[src/rtl/rot_left_defines.vh]
/*
  constants for the rotate-left-without-carry execution unit.
  assumes plain verilog-2005 inclusion by bare name.
*/
`ifndef ROT_LEFT_DEFINES_VH
`define ROT_LEFT_DEFINES_VH
// ----------------------------------------
// instruction encoding
// ----------------------------------------
`define RL_OPCODE       6'h11
`define RL_OPC_HI       15
`define RL_OPC_LO       10
`define RL_DEST_BIT     9
`define RL_ACCESS_BIT   8
// ----------------------------------------
// addressing
// ----------------------------------------
`define RL_INDEX_LIMIT  8'h5f
`define RL_ACC_HI_BANK  4'hf
`define RL_ACC_LO_BANK  4'h0
// ----------------------------------------
// quarter phases, one-hot
// ----------------------------------------
`define RL_Q1           4'h1
`define RL_Q2           4'h2
`define RL_Q3           4'h4
`define RL_Q4           4'h8
`define RL_RESET_BYTE   8'h00
`endif

[src/rtl/rot_left_bitrot.v]
/*
  one-bit circular left rotation of a data byte into a result register.
  assumes the caller strobes load_i once per instruction.
*/
`timescale 1ns/1ps
`include "rot_left_defines.vh"
module rot_left_bitrot #(
  parameter WIDTH = 8
) (
  input wire core_clk_i,
  input wire arst_n_i,
  input wire clk_en_i,
  input wire load_i,
  input wire [WIDTH-1:0] data_i,
  output reg [WIDTH-1:0] result_o
);
  wire [WIDTH-1:0] rot_nxt;
  genvar g;
  // ----------------------------------------
  // rotation, bit n moves to n+1, msb to lsb
  // ----------------------------------------
  generate
    for (g = 0; g < WIDTH; g = g + 1) begin : g_rot
      if (g == 0) begin : g_wrap
        assign rot_nxt[0] = data_i[WIDTH-1];
      end else begin : g_shift
        assign rot_nxt[g] = data_i[g-1];
      end
    end
  endgenerate

  always @(posedge core_clk_i or negedge arst_n_i) begin
    if (!arst_n_i) begin
      result_o <= {WIDTH{1'b0}};
    end else if (clk_en_i && load_i) begin
      result_o <= rot_nxt;
    end
  end
endmodule // rot_left_bitrot

[src/rtl/rotate_left_no_carry_exec.v]
/*
  execution of the rotate-left-without-carry byte instruction over four
  quarter phases: decode, file read, process, destination write.
  assumes the file memory returns read data combinationally in the read
  phase and accepts a one-cycle write strobe; ext_set_i is static.
  clk_en_i low holds every register, so the four phases simply stretch.
*/
`timescale 1ns/1ps
`include "rot_left_defines.vh"
module rotate_left_no_carry_exec #(
  parameter WIDTH = 8
) (
  input wire core_clk_i,
  input wire arst_n_i,
  input wire clk_en_i,
  input wire start_i,
  input wire [15:0] instr_i,
  input wire ext_set_i,
  input wire [3:0] bank_select_reg_i,
  input wire [7:0] index_base_i,
  input wire [WIDTH-1:0] file_rdata_i,
  output wire [11:0] file_addr_o,
  output wire file_rd_o,
  output reg file_wr_o,
  output wire [WIDTH-1:0] file_wdata_o,
  output reg [WIDTH-1:0] wreg_o,
  output reg wreg_wr_o,
  output reg neg_o,
  output reg zero_o,
  output reg flags_wr_o,
  output wire busy_o,
  output reg illegal_o
);
  localparam IDLE = 5'h01;
  localparam Q1 = 5'h02;
  localparam Q2 = 5'h04;
  localparam Q3 = 5'h08;
  localparam Q4 = 5'h10;
  localparam AM_INDEX = 4'h1;
  localparam AM_BANK = 4'h2;
  localparam AM_ACC_LO = 4'h4;
  localparam AM_ACC_HI = 4'h8;

  reg [4:0] state_r;
  reg [4:0] state_nxt;
  reg [15:0] instr_r;
  reg [11:0] addr_r;
  wire [WIDTH-1:0] result;
  wire dest_file;
  wire access_banked;
  wire [7:0] faddr;
  wire indexed;
  wire [7:0] idx_sum;
  wire [11:0] addr_nxt;
  wire opcode_ok;
  wire take;
  wire in_q1;
  wire in_q2;
  wire in_q3;
  reg [3:0] addr_mode;
  reg [11:0] addr_sel;
  reg file_wr_nxt;
  reg wreg_wr_nxt;
  reg flags_wr_nxt;
  reg neg_nxt;
  reg zero_nxt;
  reg [WIDTH-1:0] wreg_nxt;

  // ----------------------------------------
  // decode of the held instruction word
  // ----------------------------------------
  assign dest_file = instr_r[`RL_DEST_BIT];
  assign access_banked = instr_r[`RL_ACCESS_BIT];
  assign faddr = instr_r[7:0];
  assign indexed = ext_set_i && !access_banked && (faddr <= `RL_INDEX_LIMIT);
  assign idx_sum = index_base_i + faddr;

  // ----------------------------------------
  // phase decode
  // ----------------------------------------
  assign opcode_ok = (instr_r[`RL_OPC_HI:`RL_OPC_LO] == `RL_OPCODE);
  assign take = (state_r == IDLE) && start_i;
  assign in_q1 = (state_r == Q1);
  assign in_q2 = (state_r == Q2);
  assign in_q3 = (state_r == Q3);

  // ----------------------------------------
  // file address resolution
  // ----------------------------------------
  always @* begin
    if (indexed) begin
      addr_mode = AM_INDEX;
    end else if (access_banked) begin
      addr_mode = AM_BANK;
    end else if (faddr <= `RL_INDEX_LIMIT) begin
      addr_mode = AM_ACC_LO;
    end else begin
      addr_mode = AM_ACC_HI;
    end
  end

  // access bank low half lives in bank 0, high half in bank 15
  always @* begin
    case (addr_mode)
      AM_INDEX: addr_sel = {`RL_ACC_LO_BANK, idx_sum};
      AM_BANK: addr_sel = {bank_select_reg_i, faddr};
      AM_ACC_LO: addr_sel = {`RL_ACC_LO_BANK, faddr};
      AM_ACC_HI: addr_sel = {`RL_ACC_HI_BANK, faddr};
      default: addr_sel = {`RL_ACC_HI_BANK, faddr};
    endcase
  end
  assign addr_nxt = addr_sel;

  // ----------------------------------------
  // quarter phase sequencer
  // ----------------------------------------
  always @* begin
    state_nxt = state_r;
    case (state_r)
      IDLE: begin
        if (start_i) begin
          state_nxt = Q1;
        end
      end
      Q1: begin
        if (opcode_ok) begin
          state_nxt = Q2;
        end else begin
          state_nxt = IDLE;
        end
      end
      Q2: state_nxt = Q3;
      Q3: state_nxt = Q4;
      Q4: state_nxt = IDLE;
      default: state_nxt = IDLE;
    endcase
  end

  always @(posedge core_clk_i or negedge arst_n_i) begin
    if (!arst_n_i) begin
      state_r <= IDLE;
      instr_r <= 16'h0000;
      addr_r <= 12'h000;
      illegal_o <= 1'b0;
    end else if (clk_en_i) begin
      state_r <= state_nxt;
      illegal_o <= 1'b0;
      if (take) begin
        instr_r <= instr_i;
      end
      if (in_q1) begin
        addr_r <= addr_nxt;
        illegal_o <= !opcode_ok;
      end
    end
  end

  assign busy_o = (state_r != IDLE);
  assign file_addr_o = addr_r;
  assign file_rd_o = in_q2;
  assign file_wdata_o = result;

  // ----------------------------------------
  // datapath: rotation latched at end of read phase
  // ----------------------------------------
  rot_left_bitrot #(
    .WIDTH(WIDTH)
  ) u_rot (
    .core_clk_i(core_clk_i),
    .arst_n_i(arst_n_i),
    .clk_en_i(clk_en_i),
    .load_i(in_q2),
    .data_i(file_rdata_i),
    .result_o(result)
  );

  // ----------------------------------------
  // destination write and flags
  // ----------------------------------------
  // strobes are one cycle wide; flags and working copy hold between writes
  always @* begin
    file_wr_nxt = in_q3 && dest_file;
    wreg_wr_nxt = in_q3 && !dest_file;
    flags_wr_nxt = in_q3;
    neg_nxt = neg_o;
    zero_nxt = zero_o;
    wreg_nxt = wreg_o;
    if (in_q3) begin
      neg_nxt = result[WIDTH-1];
      zero_nxt = (result == {WIDTH{1'b0}});
      if (!dest_file) begin
        wreg_nxt = result;
      end
    end
  end

  always @(posedge core_clk_i or negedge arst_n_i) begin
    if (!arst_n_i) begin
      wreg_o <= {WIDTH{1'b0}};
      wreg_wr_o <= 1'b0;
      file_wr_o <= 1'b0;
      neg_o <= 1'b0;
      zero_o <= 1'b0;
      flags_wr_o <= 1'b0;
    end else if (clk_en_i) begin
      file_wr_o <= file_wr_nxt;
      wreg_wr_o <= wreg_wr_nxt;
      flags_wr_o <= flags_wr_nxt;
      neg_o <= neg_nxt;
      zero_o <= zero_nxt;
      wreg_o <= wreg_nxt;
    end
  end
endmodule // rotate_left_no_carry_exec

[config.mk]
export PLATFORM = sky130hd
export DESIGN_NAME = rotate_left_no_carry_exec
export DESIGN_NICKNAME = d
export VERILOG_FILES = /design/src/rtl/rot_left_bitrot.v /design/src/rtl/rotate_left_no_carry_exec.v
export VERILOG_INCLUDE_DIRS = /design/src /design/src/rtl
export SDC_FILE = /design/constraint.sdc
export NUM_CORES = 1
export LEC_CHECK = 0
export ABC_AREA = 1
export BUFFER_PORTS_ARGS = -buffer_cell sky130_fd_sc_hd__buf_2
export CORE_UTILIZATION = 30
export CTS_CLUSTER_SIZE = 28
export DETAILED_ROUTE_END_ITERATION = 12
export GPL_ROUTABILITY_DRIVEN = 0
export PLACE_DENSITY = 0.47
export SLEW_MARGIN = 20
export SYNTH_ARGS = -nofsm -noshare
export SYNTH_HDL_FRONTEND = slang
export SYNTH_SLANG_ARGS = --single-unit
[constraint.sdc]
create_clock -name core_clk_i -period 2.1 [get_ports core_clk_i]
set_clock_uncertainty 0.05 [all_clocks]
set_input_delay 0.315 -clock core_clk_i [delete_from_list [all_inputs] [get_ports core_clk_i]]
set_output_delay 0.315 -clock core_clk_i [all_outputs]
set_load 0.005 [all_outputs]
Word level (Yosys, flattened, before mapping)
Index checks and enable logic that the tools add are counted.
Widths: inputs -> output; s select.
Storage, ports and cells
  bits of input ports: 41
  output and inout bits: 36
  bits in registers: 55
  bits in writable memories: 0
  bits in latches: 0
  memory bits (read-only): 0
  memories kept: 0
Operators by class
  reductions and logical operators: 15
  mux-type cells: 8
  div/mod/pow operators: 0
  shifts and indexed selects: 0
  bitwise operators: 1
  multiply operators: 0
  $add $sub $neg: 1
  $lt $le $gt $ge: 1
  equality and inequality tests: 10
Operator list (number)
  $pmux 12 s3: 1
  $pmux 5 s4: 1
  $mux 4: 3
  $add 8x8->8: 1
  $le 8x7->1 const B: 1
  $logic_not 8->1: 1
  $reduce_and 2->1: 4
  $eq 6x5->1 const B: 1
  $logic_and 1x1->1: 6
  $eq 5x1->1 const B: 1
  $eq 5x2->1 const B: 1
  $eq 5x3->1 const B: 1
  $eq 5x4->1 const B: 1
  $mux 5: 1
  $ne 5x1->1 const B: 1
  $eq 4x1->1 const B: 1
  $eq 4x2->1 const B: 1
  $eq 4x3->1 const B: 1
  $logic_not 1->1: 3
  $mux 3: 1
  $reduce_and 3->1: 1
  $ne 2x2->1 const B: 1
  $mux 1: 1
  $not 1->1: 1

Logic depth before layout (Yosys ltp)
  depth in word-level cells: 6
  depth in mapped cells: 9
  depth with buffers taken out: 9

By module
A second synthesis with hierarchy kept.
Unflattened totals
  cell total of the unflattened synthesis: 319
  area total of the unflattened synthesis: 2705.1 µm²
By module, submodules not included
  rotate_left_no_carry_exec: cells each 284, area each 2362.3 µm², times used 1
  rot_left_bitrot: cells each 35, area each 342.8 µm², times used 1

Worst setup path after synthesis
No wires, ideal clock.
  kind: reg2reg
  start: reg instr_r[0]
  end: reg addr_r[4], in the netlist file_addr_o[4]
  data arrival time: 1.461 ns
  slack: 0.505 ns
  setup time: 0.084 ns
  period minus slack after synthesis: 1.595 ns
  buffers on the path: 0
  stages on the path, launching flop included: 8
  path through: dfrtp_1 -> ha_1 -> fa_1 -> nand3_1 -> nand3_1 -> a21oi_1 -> o21ai_0 -> a21boi_0
Between the ends
  cells in the longest elaborated chain, start to end: 6
RTL lines
  start, declared: line rotate_left_no_carry_exec.v:46  | reg [15:0] instr_r;
  start signal, assigned: line rotate_left_no_carry_exec.v:149  | instr_r <= instr_i;
  $le 8x7->1 (no source line)
  $mux 4: line rotate_left_no_carry_exec.v:95  | end else if (faddr <= `RL_INDEX_LIMIT) begin
  $mux 4: line rotate_left_no_carry_exec.v:93  | end else if (access_banked) begin
  $mux 4: line rotate_left_no_carry_exec.v:91  | if (indexed) begin
  $eq 4x3->1, or another cell as far along: line rotate_left_no_carry_exec.v:104  | case (addr_mode)
  $pmux 12 s3 (*): line rotate_left_no_carry_exec.v:104
  end signal, assigned: line rotate_left_no_carry_exec.v:152  | addr_r <= addr_nxt;
  end, declared: line rotate_left_no_carry_exec.v:47  | reg [11:0] addr_r;
Every way passes the cells marked *; elsewhere a longest branch is shown, timed or not.
A chain may end at the register's enable or synchronous reset.

Final worst setup path
  start: reg state_r[0]
  end: out file_rd_o
Between the ends
  cells in the longest elaborated chain, start to end: 1
RTL lines
  start, declared: line rotate_left_no_carry_exec.v:44  | reg [4:0] state_r;
  start signal, assigned: line rotate_left_no_carry_exec.v:146  | state_r <= state_nxt;
  $eq 5x3->1: line rotate_left_no_carry_exec.v:84  | assign in_q2 = (state_r == Q2);
  end, declared: line rotate_left_no_carry_exec.v:23  | output wire file_rd_o,
Every way passes these cells.

==> results.py <==
metrics = {
    "status": {
        "outcome": "complete, no violations",
    },
    "worst_setup_path": {
        "crit_path_end_kind": "output port",
        "cp.arrival_ps": 1440,
        "critPathMaxFanout": 4,
        "crit_type": "reg -> out",
        "start_kind": "register",
        "required_ps": 1740,
    },
    "yosys": {
        "yosysSeqAreaShare_pct": 50.8,
        "synth_xor_area_share_pct": 0.323,
        "synthMuxAreaShare_pct": 0,
        "synth_top_family_by_area": "simple AND/OR/NAND/NOR gates",
        "synth_area_per_cell_sq_um": 8.95,
        "ys_seq_elements": 55,
        "synth_cells": 303,
        "synth_compound_area_share_pct": 14.8,
        "yosys_warnings": 0,
        "synth_fa_ha_area_share_pct": 3.97,
        "synth_area_sq_mm": 0.00271,
        "ys_types": 36,
        "synthSimpleGateAreaFrac_pct": 22.3,
        "synthesis.nets": 352,
    },
    "drt": {
        "met3_length_microns": 290,
        "route.met2.wl_microns": 2950,
        "vias_per_cell": 4.52,
        "drt_iter0_drc": 47,
        "drc_errors": 0,
        "wl_per_cell_microns": 12.5,
        "dr.pass1.iters": 4,
        "drt_wl_total_microns": 6170,
        "num_vias": 2223,
        "met1_length_microns": 2850,
        "top_layer": "met4",
        "ant_nets": 0,
    },
    "layout": {
        "nets": 432,
        "syn2layout_area_growth_pct": 22.6,
        "drive_gt1_share_pct": 31.3,
        "layout_commonest_cell": "buf_2",
        "n_antenna_cell": 0,
        "fin_util_pct": 38.1,
        "final_cell_mix": "76 x buf_2, 65 x nand2_1, 54 x dfrtp_1",
    },
    "floorplanning": {
        "io-pin-count": 77,
        "dieArea_sq_mm": 0.00942,
        "fp.dieW_microns": 97.1,
        "rows": 34,
        "start_util_pct": 31.1,
        "core_sq_mm": 0.00872,
        "die_h_microns": 97.1,
    },
    "pwr": {
        "ir_worst_vdd_mv": 0.323,
        "power_density_mw_per_mm2": 1040,
        "p_leak_nw": 1.82,
        "power_w": 0.00346,
    },
    "clocking": {
        "root_buffer": "clkbuf_8",
        "cts_setup_buffers": 0,
        "insertion_delay_ps": 320,
        "cts_buffers": 5,
        "cts.sinks": 55,
        "cts_buffer_depth": 2,
        "cts_tree": "yes",
        "clk_pin_slew_ps": 110,
        "htreeDepth": 2,
    },
    "timing": {
        "hold_violations": 0,
        "min_period_ps": 1800,
        "max_freq_ghz": 0.554,
        "timing.hold.ws_ps": 176,
        "fin_setup_tns_ps": 0,
        "finalCritPeriodShare_pct": 85.9,
        "worstMarginPinSlew_ps": 601,
        "rsz0062_at_grt": "false",
        "slew_violations": 0,
        "relSlewSlack_pct": 59.9,
        "setup_viol": 0,
    },
    "grt": {
        "antenna_found_initial": 0,
        "grt_pass1_wl_microns": 10800,
        "grt_max_degree": 34,
        "first_global_vias": 2312,
        "track_usage_pct": 14.3,
        "overflow": 0,
    },
    "place": {
        "dp_hpwl_microns": 4710,
        "port_buffers": 76,
    },
    "flow_run": {
        "maxCapViolCount": 0,
    },
    "min_path": {
        "hp-class": "in -> reg",
    },
}
-- metrics by stage --
stage	instances	cell area (sq um)	worst slack (ps)
after floorplan	303	2710	505
after global placement	483	3220	377
after detailed placement	483	3220	372
after CTS	492	3320	276
after global routing	492	3320	220
final	492	3320	296
-- flip-flops by register name, summed over array words and instances (netlist names) --
signal and cells:
zero_o 1, state_r 5, wreg_wr_o 1, flags_wr_o 1, wreg_o 8, file_addr_o 12, file_wr_o 1, neg_o 1
u_rot.result_o 8, instr_r 16, illegal_o 1
-- synthesized netlist by cell type, drive strengths merged --
cell,number,share of area (%)
a21boi,1,0.28
ha,7,3.2
clkbuf,2,0.28
buf,6,1.6
a2bb2oi,2,0.65
nand4,6,1.6
or2,5,1.2
dfstp,1,0.97
o22ai,1,0.23
inv,43,6.0
dfrtp,54,50
a21o,1,0.28
nand2,68,10
nor2,23,3.4
xor2,1,0.32
nor4,1,0.78
nor3,2,0.78
nand3b,3,1.3
o21a,4,1.1
o21ai,30,6.6
nand3,17,3.1
a21oi,23,5.4
fa,1,0.74
o31ai,1,0.28
-- worst max-delay path, stage by stage, from the launching register on --
cell     delay [ps]
dfstp_2         400
or2_4           270
nor4_4          260
buf_2           190
-- layer usage --
metal	up-vias	track usage (%)
met5	-	0
met2	48	23.9
met4	0	4.48
li1	1140	-
met3	8	3.17
met1	1027	18.3
-- worst paths after layout --
check                                           endpoint                         from  slack (ps)  cells after the start
min in group asynchronous        instr_r[12]$_DFFE_PN0P_                     arst_n_i         480                      2
min reg2reg                  file_addr_o[11]$_DFFE_PN0P_  file_addr_o[11]$_DFFE_PN0P_         440                      1
max reg2reg                   file_addr_o[4]$_DFFE_PN0P_       instr_r[0]$_DFFE_PN0P_         400                      7
max                                            file_rd_o       state_r[0]$_DFFE_PN1P_         300                      3
min                        u_rot.result_o[3]$_DFFE_PN0P_              file_rdata_i[2]         180                      3
max in group asynchronous     file_addr_o[6]$_DFFE_PN0P_                     arst_n_i         920                      3
-- power by group --
group	internal, W	switching (W)
combinational	0.000567	0.000692
clock	0.000239	0.000370
sequential	0.00138	0.000205
total	0.00219	0.00127
-- logic make-up (layout without fill, tap and decap cells) --
| kind of cell | Yosys count | after routing |
|---|---|---|
| buf+inv | 51 | 132 |
| simple gates | 125 | 125 |
| fa+ha+maj | 8 | 8 |
| xor+xnor | 1 | 1 |
| flops | 55 | 55 |
| compound gates | 63 | 63 |
-- repair_timing --
item,CTS,global route
hold buffers,1,0
hold endpoints to repair,23,0
gates resized for setup,0,0
-- layout make-up --
cell class | count | area (sq um)
Multi-Input combinational cell | 197 | 1120
Tap cell | 108 | 135
Timing Repair Buffer | 81 | 433
Inverter | 43 | 161
Clock inverter | 3 | 25.0
Sequential cell | 55 | 1380
Fill cell | 940 | 5400
Clock buffer | 5 | 68.8
Note: power is estimated with default switching activity, not from simulation.
